**src/core/timeout_guard_cfg.svh**
```systemverilog
// constants for the timeout guard
`ifndef TIMEOUT_GUARD_CFG_SVH
`define TIMEOUT_GUARD_CFG_SVH
`define TG_CNT_W      32
`define TG_RANGE_W    4
`define TG_PULSE_W    3
`define TG_RANGE_BASE 16
`define TG_PULSE_BASE 2
`endif

```
**src/core/timeout_guard_pkg.sv**
```systemverilog
// types for the timeout guard
package timeout_guard_pkg;
    typedef enum logic [2:0] {
        ST_IDLE  = 3'b001,
        ST_RUN   = 3'b010,
        ST_RESET = 3'b100
    } guard_state_t;
endpackage

```
**src/core/timeout_guard.sv**
```systemverilog
// timeout guard: 32-bit down-counting watchdog with two response modes
//=================================================================
// Operation
// - 32-bit counter counts down; zero means timeout
// - counter advances on the bus clock
// - reset mode: timeout asserts system reset
// - interrupt mode: second uncleared timeout resets
// - reset pulse length set by software
// - period picked from sixteen ranges
`timescale 1ns/10ps
`default_nettype none
`include "timeout_guard_cfg.svh"
module timeout_guard
    import timeout_guard_pkg::*;
#(
    parameter int CNT_W = `TG_CNT_W
) (
    input  wire logic                     clk,        // bus clock
    input  wire logic                     rst,        // sync reset, high
    input  wire logic                     enable,     // guard enable level
    input  wire logic                     irq_mode,   // 1: interrupt first
    input  wire logic [`TG_RANGE_W-1:0]   range_sel,  // timeout range
    input  wire logic [`TG_PULSE_W-1:0]   pulse_sel,  // reset pulse length
    input  wire logic                     restart,    // reload pulse
    input  wire logic                     irq_clear,  // clear interrupt pulse
    output logic                          irq,        // timeout interrupt
    output logic                          sys_reset,  // system reset request
    output logic [CNT_W-1:0]              count       // current count
);
    //=================================================================
    // sizing
    // longest pulse is 2^(base+7) cycles, so the pulse counter needs base+8 bits
    localparam int                     PULSE_CNT_W = `TG_PULSE_BASE + (1 << `TG_PULSE_W);
    localparam int                     RANGE_TOP   = `TG_RANGE_BASE + (1 << `TG_RANGE_W) - 1;
    localparam logic [PULSE_CNT_W-1:0] PULSE_ONE   = PULSE_CNT_W'(1);
    // longest range must fit the counter; the preset math is only 64 bits wide
    if (CNT_W < RANGE_TOP || CNT_W > 64) begin : g_bad_cnt_w
        $error("counter width cannot hold every timeout range");
    end
    //=================================================================
    // preset and pulse length
    logic [CNT_W-1:0]       preset;
    logic [PULSE_CNT_W-1:0] pulse_len;
    logic [PULSE_CNT_W-1:0] pulse_cnt;
    guard_state_t           state;
    logic                   timeout;
    // ranges are 2^(16+n)-1, so each step doubles the period
    assign preset = CNT_W'((64'h1 << (`TG_RANGE_BASE + range_sel)) - 64'h1);
    // pulses are 2^(2+n) cycles; sized so the longest setting cannot wrap to zero
    assign pulse_len = PULSE_ONE << (`TG_PULSE_BASE + pulse_sel);
    assign timeout = (state == ST_RUN) && (count == '0);
    //=================================================================
    // counter
    always_ff @(posedge clk) begin
        if (rst) begin
            count <= '0;
        end else if (state != ST_RUN || restart) begin
            count <= preset;
        end else if (timeout) begin
            count <= preset;
        end else begin
            count <= count - 1'b1;
        end
    end
    //=================================================================
    // state and response
    always_ff @(posedge clk) begin
        if (rst) begin
            state <= ST_IDLE;
            sys_reset <= 1'b0;
            pulse_cnt <= '0;
        end else begin
            case (state)
                ST_IDLE: begin
                    sys_reset <= 1'b0;
                    if (enable) begin
                        state <= ST_RUN;
                    end
                end
                ST_RUN: begin
                    if (!enable) begin
                        state <= ST_IDLE;
                    end else if (timeout && (!irq_mode || (irq && !irq_clear))) begin
                        state <= ST_RESET;
                        sys_reset <= 1'b1;
                        pulse_cnt <= pulse_len - PULSE_ONE;
                    end
                end
                ST_RESET: begin
                    if (pulse_cnt == '0) begin
                        sys_reset <= 1'b0;
                        state <= ST_IDLE;
                    end else begin
                        pulse_cnt <= pulse_cnt - PULSE_ONE;
                    end
                end
                default: begin
                    state <= ST_IDLE;
                    sys_reset <= 1'b0;
                end
            endcase
        end
    end
    //=================================================================
    // interrupt: a new timeout wins over a clear in the same cycle
    always_ff @(posedge clk) begin
        if (rst) begin
            irq <= 1'b0;
        end else if (timeout && irq_mode) begin
            irq <= 1'b1;
        end else if (irq_clear || state == ST_RESET) begin
            irq <= 1'b0;
        end
    end
    //=================================================================
    // pulse measurement for the checks, kept apart from the counter it judges
    logic [PULSE_CNT_W-1:0] pulse_seen; // cycles the reset request has stood
    logic [PULSE_CNT_W-1:0] pulse_want; // length in force when the pulse began
    always_ff @(posedge clk) begin
        if (rst) begin
            pulse_seen <= '0;
        end else if (sys_reset) begin
            pulse_seen <= pulse_seen + PULSE_ONE;
        end else begin
            pulse_seen <= '0;
        end
    end
    always_ff @(posedge clk) begin
        if (rst) begin
            pulse_want <= '0;
        end else if (!sys_reset) begin
            pulse_want <= pulse_len;
        end
    end
    //=================================================================
    // checks
    reload_on_restart_a: assert property (@(posedge clk) disable iff (rst)
        (state == ST_RUN && restart && enable) |=> count == $past(preset))
        else $error("restart did not reload");
    count_down_a: assert property (@(posedge clk) disable iff (rst)
        (state == ST_RUN && enable && !restart && count != '0) |=> count == $past(count) - 1)
        else $error("counter did not decrement");
    direct_reset_a: assert property (@(posedge clk) disable iff (rst)
        (timeout && enable && !irq_mode) |=> sys_reset)
        else $error("reset mode missed reset");
    first_irq_a: assert property (@(posedge clk) disable iff (rst)
        (timeout && enable && irq_mode && !irq) |=> irq && !sys_reset)
        else $error("first timeout mishandled");
    second_reset_a: assert property (@(posedge clk) disable iff (rst)
        (timeout && enable && irq_mode && irq && !irq_clear) |=> sys_reset)
        else $error("second timeout missed reset");
    pulse_len_a: assert property (@(posedge clk) disable iff (rst)
        $rose(sys_reset) && pulse_want == 10'h008 |-> sys_reset [*8] ##1 !sys_reset)
        else $error("reset pulse length wrong");
    preset_range_a: assert property (@(posedge clk) disable iff (rst)
        range_sel == 4'h0 |-> preset == 32'h0000_FFFF)
        else $error("range preset wrong");
    clock_count_a: assert property (@(posedge clk) disable iff (rst)
        (state == ST_IDLE) |=> count == $past(preset))
        else $error("idle counter not preset");
    //=================================================================
    // checks: counter
    reload_at_zero_a: assert property (@(posedge clk) disable iff (rst)
        timeout |=> count == $past(preset))
        else $error("counter not reloaded after timeout");
    enable_off_a: assert property (@(posedge clk) disable iff (rst)
        (state == ST_RUN && !enable) |=> state == ST_IDLE)
        else $error("guard kept running without enable");
    run_start_a: assert property (@(posedge clk) disable iff (rst)
        (state == ST_IDLE && enable) |=> (state == ST_RUN && count == $past(preset)))
        else $error("guard did not start from preset");
    preset_top_a: assert property (@(posedge clk) disable iff (rst)
        range_sel == 4'hF |-> preset == 32'h7FFF_FFFF)
        else $error("top range preset wrong");
    //=================================================================
    // checks: response
    state_onehot_a: assert property (@(posedge clk) disable iff (rst)
        $onehot(state))
        else $error("state code not one-hot");
    reset_from_timeout_a: assert property (@(posedge clk) disable iff (rst)
        $rose(sys_reset) |-> $past(timeout))
        else $error("reset request without timeout");
    idle_quiet_a: assert property (@(posedge clk) disable iff (rst)
        state == ST_IDLE |-> !sys_reset)
        else $error("reset request while idle");
    reset_state_a: assert property (@(posedge clk) disable iff (rst)
        sys_reset |-> state == ST_RESET)
        else $error("reset request outside pulse state");
    reset_refuses_run_a: assert property (@(posedge clk) disable iff (rst)
        sys_reset |=> state != ST_RUN)
        else $error("counting resumed inside reset pulse");
    pulse_end_a: assert property (@(posedge clk) disable iff (rst)
        (state == ST_RESET && pulse_cnt == '0) |=> (!sys_reset && state == ST_IDLE))
        else $error("reset pulse did not end");
    //=================================================================
    // checks: interrupt
    irq_from_timeout_a: assert property (@(posedge clk) disable iff (rst)
        $rose(irq) |-> $past(timeout) && $past(irq_mode))
        else $error("interrupt without timeout in interrupt mode");
    irq_holds_a: assert property (@(posedge clk) disable iff (rst)
        (irq && !irq_clear && state != ST_RESET) |=> irq)
        else $error("interrupt dropped without clear");
    clear_drops_irq_a: assert property (@(posedge clk) disable iff (rst)
        (irq_clear && !timeout) |=> !irq)
        else $error("clear did not drop interrupt");
    set_beats_clear_a: assert property (@(posedge clk) disable iff (rst)
        (timeout && irq_mode && irq_clear) |=> irq)
        else $error("timeout lost to clear");
    clear_blocks_reset_a: assert property (@(posedge clk) disable iff (rst)
        (timeout && irq_mode && irq_clear) |=> !sys_reset)
        else $error("reset despite serviced interrupt");
    reset_drops_irq_a: assert property (@(posedge clk) disable iff (rst)
        state == ST_RESET |=> !irq)
        else $error("interrupt kept through reset pulse");
    //=================================================================
    // checks: pulse length
    pulse_width_a: assert property (@(posedge clk) disable iff (rst)
        $fell(sys_reset) |-> pulse_seen == pulse_want)
        else $error("reset pulse length differs from setting");
    pulse_short_a: assert property (@(posedge clk) disable iff (rst)
        pulse_sel == 3'h0 |-> pulse_len == 10'h004)
        else $error("shortest pulse length wrong");
    pulse_long_a: assert property (@(posedge clk) disable iff (rst)
        pulse_sel == 3'h7 |-> pulse_len == 10'h200)
        else $error("longest pulse length wrong");
endmodule
`default_nettype wire

```
**config.mk**
```make
export PLATFORM = sky130hd
export DESIGN_NAME = timeout_guard
export DESIGN_NICKNAME = d
export VERILOG_FILES = /design/src/core/timeout_guard_pkg.sv /design/src/core/timeout_guard.sv
export VERILOG_INCLUDE_DIRS = /design/src /design/src/core
export SDC_FILE = /design/constraint.sdc
export NUM_CORES = 1
export LEC_CHECK = 0
export BUFFER_PORTS_ARGS = -buffer_cell sky130_fd_sc_hd__buf_2
export CAP_MARGIN = 40
export CORE_ASPECT_RATIO = 2
export CORE_MARGIN = 3
export CORE_UTILIZATION = 50
export CTS_CLUSTER_SIZE = 25
export DETAILED_ROUTE_END_ITERATION = 8
export GPL_ROUTABILITY_DRIVEN = 0
export HOLD_SLACK_MARGIN = 0.08
export PLACE_DENSITY_LB_ADDON = 0.25
export SLEW_MARGIN = 20
export SYNTH_ARGS = -nofsm -noshare
export SYNTH_HDL_FRONTEND = slang
export SYNTH_SLANG_ARGS = --single-unit
```
**constraint.sdc**
```tcl
create_clock -name clk -period 5.3 [get_ports clk]
set_clock_uncertainty 0.05 [all_clocks]
set_input_delay 0.795 -clock clk [delete_from_list [all_inputs] [get_ports clk]]
set_output_delay 0.795 -clock clk [all_outputs]
set_load 0.02 [all_outputs]
```
==> results.tsv, run 1 <==
metric	value	unit
p_per_area	240.8	nW/um^2
finalCritPeriodShare	53.25	%
tightest_slew	0.7234	ns
synth_cell_types	53	
fin_nets	399	
die_w	59.20	um
portBuffers	46	
drive_gt1_share	18.32	%
seqCellArea	940.9	um^2
dieArea	6654	um^2
startpoint_type	register	
synthTopCellsByCount	47 x dfxtp_1, 36 x nor2_1, 34 x a21oi_1, 23 x nand2_1, 18 x clkbuf_1	
grt_first_pass_wirelength	11.34	mm
fillers	512	
vias	2703	
core_area	5468	um^2
htree_levels	2	
status	finished clean	
synth_nets	365	
fin_crit	2.822	ns
cap_violations	0	
path_clk_slew	0.09	ns
start_util	51.76	%
vias_per_cell	6.115	
worst_ep_required_time	5.49	ns
wl_per_cell	15.74	um
r2r_end	pulse_cnt[8]	
startpoint	count[10]	
synth_seq_cells	47	
p_leak	0.001181	uW
critPathMaxFanout	16	
rows	38	
gr-usage-all-layers	21.62	%
yosys.area.top_type	dfxtp_1	
crit_type	reg2reg	
area_growth	12.73	%
yosysMostFrequentCell	dfxtp_1	
synthTopCellsByArea	dfxtp_1 33%, a21oi_1 6.0%, xor2_1 5.0%	
cts_root_buf	clkbuf_8	
fp.dieH	112.4	um
dp_hpwl	5.162	mm
crit_arrival	3.01	ns
endpoint	pulse_cnt[8]	
setup_tns	0	ns
synth_ff_type	dfxtp_1	
place_ws	2.409	ns
regToRegStartpoint	count[10]	
syn-cell-area	2830	um^2
cts_sinks	47	
drt_pass1_iterations	4	
rsz0062_at_grt	no	
hold_violations	0	
diodes	0	
avgSynthCellArea	8.156	um^2
clk_latency	0.30	ns
cts_resized	0	
totalWireLength	6.959	mm
final_area	3191	um^2
antenna_found_initial	0	
post-cts-setup-buffer-count	0	
min_path_type	reg2reg	
final_antenna_net_count	0	
maxSlewHeadroom	51.37	%
maxSlewViolCount	0	
grt_pass1_vias	2497	
clockBufferDepth	2	
async_flop_share	0	%
multi_input_area	1807	um^2
grt_max_degree	42	
r2r_cells	6	
cts_made_buffers	5	
max-vdd-ir-drop	0.0002414	V
crit_path_end_kind	register	
synth_top_area_share	33.24	%
power.total	768.1	uW
place_area	3087	um^2
cts-hold-fix-buffers	0	
cts_tree	yes	
fin_ws	2.478	ns
grt_overflow_total	0	
ys_seq_area_share	33.24	%
synth_warnings	0	
final-setup-viol-count	0	
r2r_setup_slack	2.48	ns
post-route-util	58.35	%
post-route-drc-count	0	
drt_iter0_drc	169	
max_freq	354.3	MHz
io_pins	47	
synthCells	347	
synth_edf_count	0	
cell type report:
cell class	instances	share of cell area, %
clock buffers	7	3.020
clock inverters	1	0.2353
inverters	3	0.3529
multi-input cells	275	56.63
flip-flops and latches	47	29.49
well taps	60	2.353
repair buffers	49	7.922
report_power, final:
| part | internal (uW) | leakage (uW) | switching (uW) |
|---|---|---|---|
| combinational | 54.1 | 0.000742 | 80.8 |
| sequential | 369 | 0.000389 | 21.9 |
| clock | 119 | 0.0000505 | 124 |
worst max-delay path, cell delays in order (launching register included):
cell	delay, ns
dfxtp_1	0.35
nor4_2	0.43
nand3b_1	0.32
nor4_2	0.69
a21o_1	0.54
and2_1	0.25
o2bb2ai_1	0.11
cell families after synthesis:
kind of cell | count (synthesis) | share of synthesized area (%)
XOR/XNOR | 31 | 9.593
buffers and inverters | 25 | 3.404
adder cells (fa/ha/maj) | 5 | 2.210
flip-flops | 47 | 33.24
AO/OA/AOI/OAI | 96 | 21.62
multiplexers | 5 | 1.813
AND/OR/NAND/NOR | 138 | 28.12
metal layers:
metal | up-vias | routed length, um | share of wire [%] | GRT usage [%]
met3 | 15 | 228 | 3.3 | 3.107
met2 | 56 | 3901 | 56 | 38.42
met1 | 1281 | 2603 | 37 | 23.36
met5 | - | 0 | 0 | 0
met4 | 0 | 225 | 3.2 | 11.35
li1 | 1351 | - | - | -
through the flow:
stage	instances	hold WS (ns)
3_3_place_gp	434	0.4264
6_report	442	0.4381
2_1_floorplan	347	0.3941
4_1_cts	442	0.4410
5_1_grt	442	0.4649
3_5_place_dp	434	0.4285
sequential cells by signal (all words and copies together) (netlist names):
| name | flops |
|---|---|
| count | 32 |
| irq | 1 |
| pulse_cnt | 10 |
| state | 3 |
| sys_reset | 1 |
worst min-delay path by stage:
stage | startpoint | end | cells after the start
floorplan | pulse_cnt[7] | pulse_cnt[7] | 2
global placement | sys_reset | sys_reset | 2
detailed placement | pulse_cnt[8] | pulse_cnt[8] | 2
CTS | pulse_cnt[8] | pulse_cnt[8] | 2
global route | pulse_cnt[8] | pulse_cnt[8] | 2
finish | pulse_cnt[8] | pulse_cnt[8] | 2
layout by cell type (no fill, tap or decap), types with 7 or more instances in the layout:
cell	synthesis	layout
a211oi_1	16	16
a21oi_1	34	34
a31oi_1	7	7
buf_2	2	46
clkbuf_8	0	7
dfxtp_1	47	47
nand2_1	23	23
nand2b_1	10	10
nor2_1	36	36
nor3_1	12	12
nor4_1	10	10
o21ai_0	13	13
o31ai_1	7	7
xnor2_1	15	15
xor2_1	16	16
Power figures use the tool's default switching activity.
==> run 2, diff against run 1 <==
- clock period: 5.3 -> 2.4 ns (I/O delays scaled with it)
==> run 2 against run 1 <==
Against the previous run: the flow now finishes with violations (negative setup slack); largest cell class unchanged; first-iteration DRC count is 11% lower; sequential share of layout area is 4.0 points lower; cell area is 17% higher; non-clock buffer count is 56 higher.
==> results.tsv, run 2 (synthesized netlist as in run 1, its figures left out) <==
metric	value	unit	change
power.total	1738	uW	+130%
clockBufferDepth	2		unchanged
grt_overflow_total	0		unchanged
path_cells	or3_4 -> or4_4 -> or4_4 -> or4_4 -> xor2_2 -> a211oi_2		
status	finished, violations left		
grt_max_degree	41		-2.4%
io_pins	47		unchanged
max-vdd-ir-drop	0.0004780	V	+98%
p_leak	0.001500	uW	+27%
htree_levels	2		unchanged
crit_type	reg2reg		
worst_ep_required_time	2.58	ns	-2.91 ns
cp.buffers_inverters	0		unchanged
combPwrFrac	22.7	%	+5.1 points
fin_ws	-0.1432	ns	-2.621 ns
fin_nets	455		+14%
die_w	59.20	um	unchanged
maxSlewViolCount	0		unchanged
grt_first_pass_wirelength	13.15	mm	+16%
cts_root_buf	clkbuf_8		
dieArea	6654	um^2	unchanged
largest_reg_flops	32		unchanged
top_regs	count x32, pulse_cnt x10, state x3		
core_area	5468	um^2	unchanged
rsz0062_at_grt	yes		
area_growth	32.10	%	
start_util	51.76	%	unchanged
place_ws	-0.1078	ns	-2.517 ns
slowest_delay	0.46	ns	-0.23 ns
crit_arrival	2.72	ns	-0.29 ns
grt_pass1_vias	3001		+20%
drt_pass1_iterations	4		unchanged
wl_per_cell	16.75	um	+6.4%
post-route-util	68.38	%	+10 points
gr-usage-all-layers	25.36	%	+3.7 points
cpLargestDelayFamily	simple AND/OR/NAND/NOR gates		
totalWireLength	8.327	mm	+20%
cts_sinks	47		unchanged
final_cell_mix	56 x buf_4, 46 x buf_2, 42 x dfxtp_1		
cts-hold-fix-buffers	0		unchanged
drive_gt1_share	31.81	%	+13 points
final-setup-viol-count	1		+1
maxSlewHeadroom	67.14	%	+16 points
startpoint_type	register		
crit_path_end_kind	register		
cts_made_buffers	5		unchanged
crit_slowest_cell	or4_4		
drt_iter0_drc	150		-11%
diodes	0		unchanged
antenna_found_initial	0		unchanged
path_clk_slew	0.09	ns	about the same
fp.dieH	112.4	um	unchanged
hold_violations	0		unchanged
violations	negative setup slack		
largest_register	count		
switching_share	30.22	%	+0.72 points
cts_tree	yes		
setup_tns	-0.1432	ns	-0.1432 ns
dp_hpwl	6.078	mm	+18%
max_freq	393.2	MHz	+11%
layout_commonest_cell	buf_4		
finalCritPeriodShare	106.0	%	+53 points
vias	2968		+9.8%
vias_per_cell	5.972		-2.3%
final_antenna_net_count	0		unchanged
post-route-drc-count	0		unchanged
cp_common_cell	or4_4		
portBuffers	46		unchanged
critPathMaxFanout	4		-12
internal_power	1212	uW	+120%
clk_latency	0.31	ns	about the same
fin_crit	2.543	ns	-0.2789 ns
p_seq_share	48.9	%	-1.9 points
p_switching	525.1	uW	+130%
min_path_type	in2reg		
p_per_area	464.8	nW/um^2	+93%
tightest_slew	0.4863	ns	-0.2372 ns
rows	38		unchanged
cap_violations	0		unchanged
p_clk_share	28.4	%	-3.2 points
run 2: per-stage QoR:
step	hold WS, ns	cells	area (um^2)
final	0.2832	497	3739
after detailed placement	0.4198	480	3468
after global placement	0.4167	479	3461
after floorplan	0.3941	347	2849
after CTS	0.2799	488	3563
after global routing	0.3008	497	3739
run 2: cell type report:
| cell class | instances | area, um^2 |
|---|---|---|
| Inverter | 3 | 11.26 |
| Tap cell | 60 | 75.07 |
| Clock buffer | 6 | 82.58 |
| Fill cell | 450 | 1729 |
| Multi-Input combinational cell | 275 | 1907 |
| Timing Repair Buffer | 105 | 705.7 |
| Clock inverter | 1 | 5.005 |
| Sequential cell | 47 | 952.2 |
run 2: routing by layer:
layer | GRT usage [%] | share of wire [%]
met4 | 13.01 | 3.5
met2 | 48.87 | 57
met5 | 0 | 0
met3 | 4.488 | 3.5
met1 | 23.31 | 36
run 2: power groups by stage:
| stage | Combinational (uW) | Sequential, uW | Clock, uW |
|---|---|---|---|
| 6_report | 394 | 850 | 493 |
| 2_1_floorplan | 178 | 912 | 0 |
| 3_5_place_dp | 374 | 862 | 0 |
| 4_1_cts | 377 | 844 | 499 |
| 5_1_grt | 430 | 856 | 529 |
| 3_3_place_gp | 366 | 860 | 0 |
run 2: what timing repair did:
| item | in CTS | in global routing |
|---|---|---|
| gates resized for setup | 0 | 21 |
| buffers inserted | 1 | 9 |
| endpoints found under the setup margin | 3 | 41 |
| pin swaps | 2 | 8 |
| hold endpoints to repair | 0 | 0 |
| cloned | 0 | 0 |
run 2: final timing paths:
kind	cells after the start	endpoint	slack [ns]	startpoint
max	6	count[27]	-0.14	count[18]
min	3	irq	0.28	irq_mode
max reg2reg	6	count[27]	-0.14	count[18]
min reg2reg	2	pulse_cnt[7]	0.43	pulse_cnt[7]
run 2: worst min-delay path: stages:
cell and delay (ns):
buf_2 0.10, a31oi_1 0.08, nor2_1 0.07
==> run 3, diff against run 2 <==
- ABC_AREA: not set -> 1
- CAP_MARGIN: 40 -> 5
==> run 3 against run 2 <==
Against the previous run: the flow now finishes without violations; clock power grew 41%; die area rose by 12%; clock-buffer cell count unchanged; non-clock buffer count down 53; maximum frequency increased by 26%; hold slack got worse by 0.0032 ns; highest routed layer unchanged.
==> results.tsv, run 3 <==
metric	value	unit	change
vias	3329		+12%
cts_made_buffers	5		unchanged
synthTopCellsByCount	106 x nand2_1, 103 x nor2_1, 67 x inv_1, 47 x dfxtp_1, 31 x nand3_1		
dp.cells	637		+33%
hold_start	irq_mode		
final_cell_mix	106 x nand2_1, 103 x nor2_1, 67 x inv_1		
path_clk_slew	0.06	ns	-0.03 ns
synth_top_area_share	29.32	%	-3.9 points
max_freq	495.3	MHz	+26%
gr-usage-all-layers	23.04	%	-2.3 points
cpLargestDelayFamily	simple AND/OR/NAND/NOR gates		
synthTopCellsByArea	dfxtp_1 29%, nand2_1 12%, nor2_1 12%		
synth_edf_count	0		unchanged
grt_max_degree	32		-22%
drt_iter0_drc	157		+4.7%
cts_sinks	47		unchanged
fin_crit	2.019	ns	-0.5243 ns
cp.buffers_inverters	1		+1
synth_cell_types	40		-25%
worst_ep_required_time	2.53	ns	-0.05 ns
synth_seq_cells	47		unchanged
synth_nets	529		+45%
ys_seq_area_share	29.32	%	-3.9 points
multi_input_area	1941	um^2	+1.8%
htree_levels	2		unchanged
top_regs	count x32, pulse_cnt x10, state x3		
layout_commonest_cell	nand2_1		
grt_overflow_total	0		unchanged
clk_latency	0.29	ns	-0.02 ns
yosysMostFrequentCell	nand2_1		
synth_warnings	0		unchanged
dieArea	7474	um^2	+12%
post-cts-setup-buffer-count	0		-1
tightest_slew	0.3810	ns	-0.1053 ns
post-route-util	60.08	%	-8.3 points
antenna_found_initial	0		unchanged
final_antenna_net_count	0		unchanged
instances_no_fill	644		+30%
avgSynthCellArea	6.280	um^2	-23%
largest_reg_flops	32		unchanged
drive_gt1_share	16.61	%	-15 points
slowest_delay	0.33	ns	-0.13 ns
synth_ff_type	dfxtp_1		
rows	40		+5.3%
area_growth	14.31	%	
clockBufferDepth	2		unchanged
maxSlewViolCount	0		unchanged
finalCritPeriodShare	84.12	%	-22 points
p_per_area	531.4	nW/um^2	+14%
rsz0062_at_grt	no		
startpoint	state[1]		
cts_tree	yes		
cts-hold-fix-buffers	0		unchanged
syn-cell-area	3209	um^2	+13%
startpoint_type	register		
crit_slowest_cell	dfxtp_1		
crit_type	reg2reg		
grt_first_pass_wirelength	14.06	mm	+6.9%
seqCellArea	940.9	um^2	-1.2%
regToRegStartpoint	state[1]		
vias_per_cell	5.169		-13%
fp.dieH	119.3	um	+6.1%
critPathMaxFanout	8		+4
crit_arrival	2.15	ns	-0.57 ns
dp_hpwl	6.671	mm	+9.8%
start_util	52.56	%	+0.80 points
p_leak	0.001831	uW	+22%
grt_pass1_vias	3317		+11%
yosys.area.top_type	dfxtp_1		
core_area	6106	um^2	+12%
io_pins	47		unchanged
cts_root_buf	clkbuf_16		
power.total	1950	uW	+12%
largest_register	count		
min_path_type	in2reg		
synthCells	511		+47%
async_flop_share	0	%	unchanged
status	finished clean		
fin_nets	578		+27%
path_cells	nor2_2 -> nand2_2 -> inv_2 -> nor2_1 -> nor2_2 -> ha_1 -> nand3_1 -> nor2_1 -> nand3_1 -> nand2_1 -> nand2_1 -> nor2_1 -> nor2_1		
crit_path_end_kind	register		
max-vdd-ir-drop	0.0005766	V	+21%
cap_violations	0		unchanged
cp_common_cell	nor2_1		
wl_per_cell	12.94	um	-23%
cts_resized	0		unchanged
hold_violations	0		unchanged
totalWireLength	8.336	mm	+0.11%
diodes	0		unchanged
fillers	653		+45%
post-route-drc-count	0		unchanged
maxSlewHeadroom	74.40	%	+7.3 points
die_w	62.65	um	+5.8%
fin_hold_ws	0.2801	ns	-0.003182 ns
final-setup-viol-count	0		-1
portBuffers	46		unchanged
setup_tns	0	ns	+0.1432 ns
drt_pass1_iterations	5		+1
run 3: final timing paths:
check	end	slack, ns	cells past startpoint
worst max register to register	pulse_cnt[8]	0.38	13
worst min register to register	sys_reset	0.43	2
worst max-delay path	pulse_cnt[8]	0.38	13
worst min-delay path	irq	0.28	3
run 3: metrics by stage:
step,instance area (um^2),worst slack (ns)
6_report,3669,0.3811
5_1_grt,3669,0.1486
4_1_cts,3669,0.4016
3_5_place_dp,3525,0.2343
3_3_place_gp,3525,0.3160
2_1_floorplan,3209,0.5840
run 3: kinds of logic (layout without fill, tap and decap cells):
kind of cell,after synthesis,count (layout),synth area share [%]
compound gates,79,79,14.42
xor+xnor,18,18,4.912
fa+ha+maj,5,5,1.949
buf+inv,80,129,10.21
flops,47,47,29.32
simple gates,282,282,39.18
run 3: where the power goes:
part	switching, uW	total [uW]	internal (uW)
sequential	48.6	868	819
combinational	253	387	134
clock	288	695	407
run 3: layout make-up:
class | count | area share (%)
well taps | 84 | 2.865
multi-input cells | 384 | 52.90
flip-flops and latches | 47 | 25.65
repair buffers | 52 | 7.503
inverters | 70 | 7.162
clock buffers | 6 | 3.786
clock inverters | 1 | 0.1364
run 3: worst register-to-register path, stage by stage (launching register included):
cell and delay (ns):
dfxtp_1 0.33, nor2_2 0.13, nand2_2 0.13, inv_2 0.17, nor2_1 0.08, nor2_2 0.15
ha_1 0.22, nand3_1 0.13, nor2_1 0.16, nand3_1 0.11, nand2_1 0.07, nand2_1 0.05
nor2_1 0.09, nor2_1 0.05
run 3: routing by layer:
layer | wire length (um) | track usage (%) | vias up
met3 | 266 | 3.113 | 26
met1 | 2902 | 19.72 | 1511
met4 | 374 | 12.86 | 0
met2 | 4792 | 47.96 | 78
met5 | 0 | 0 | -
li1 | - | - | 1714
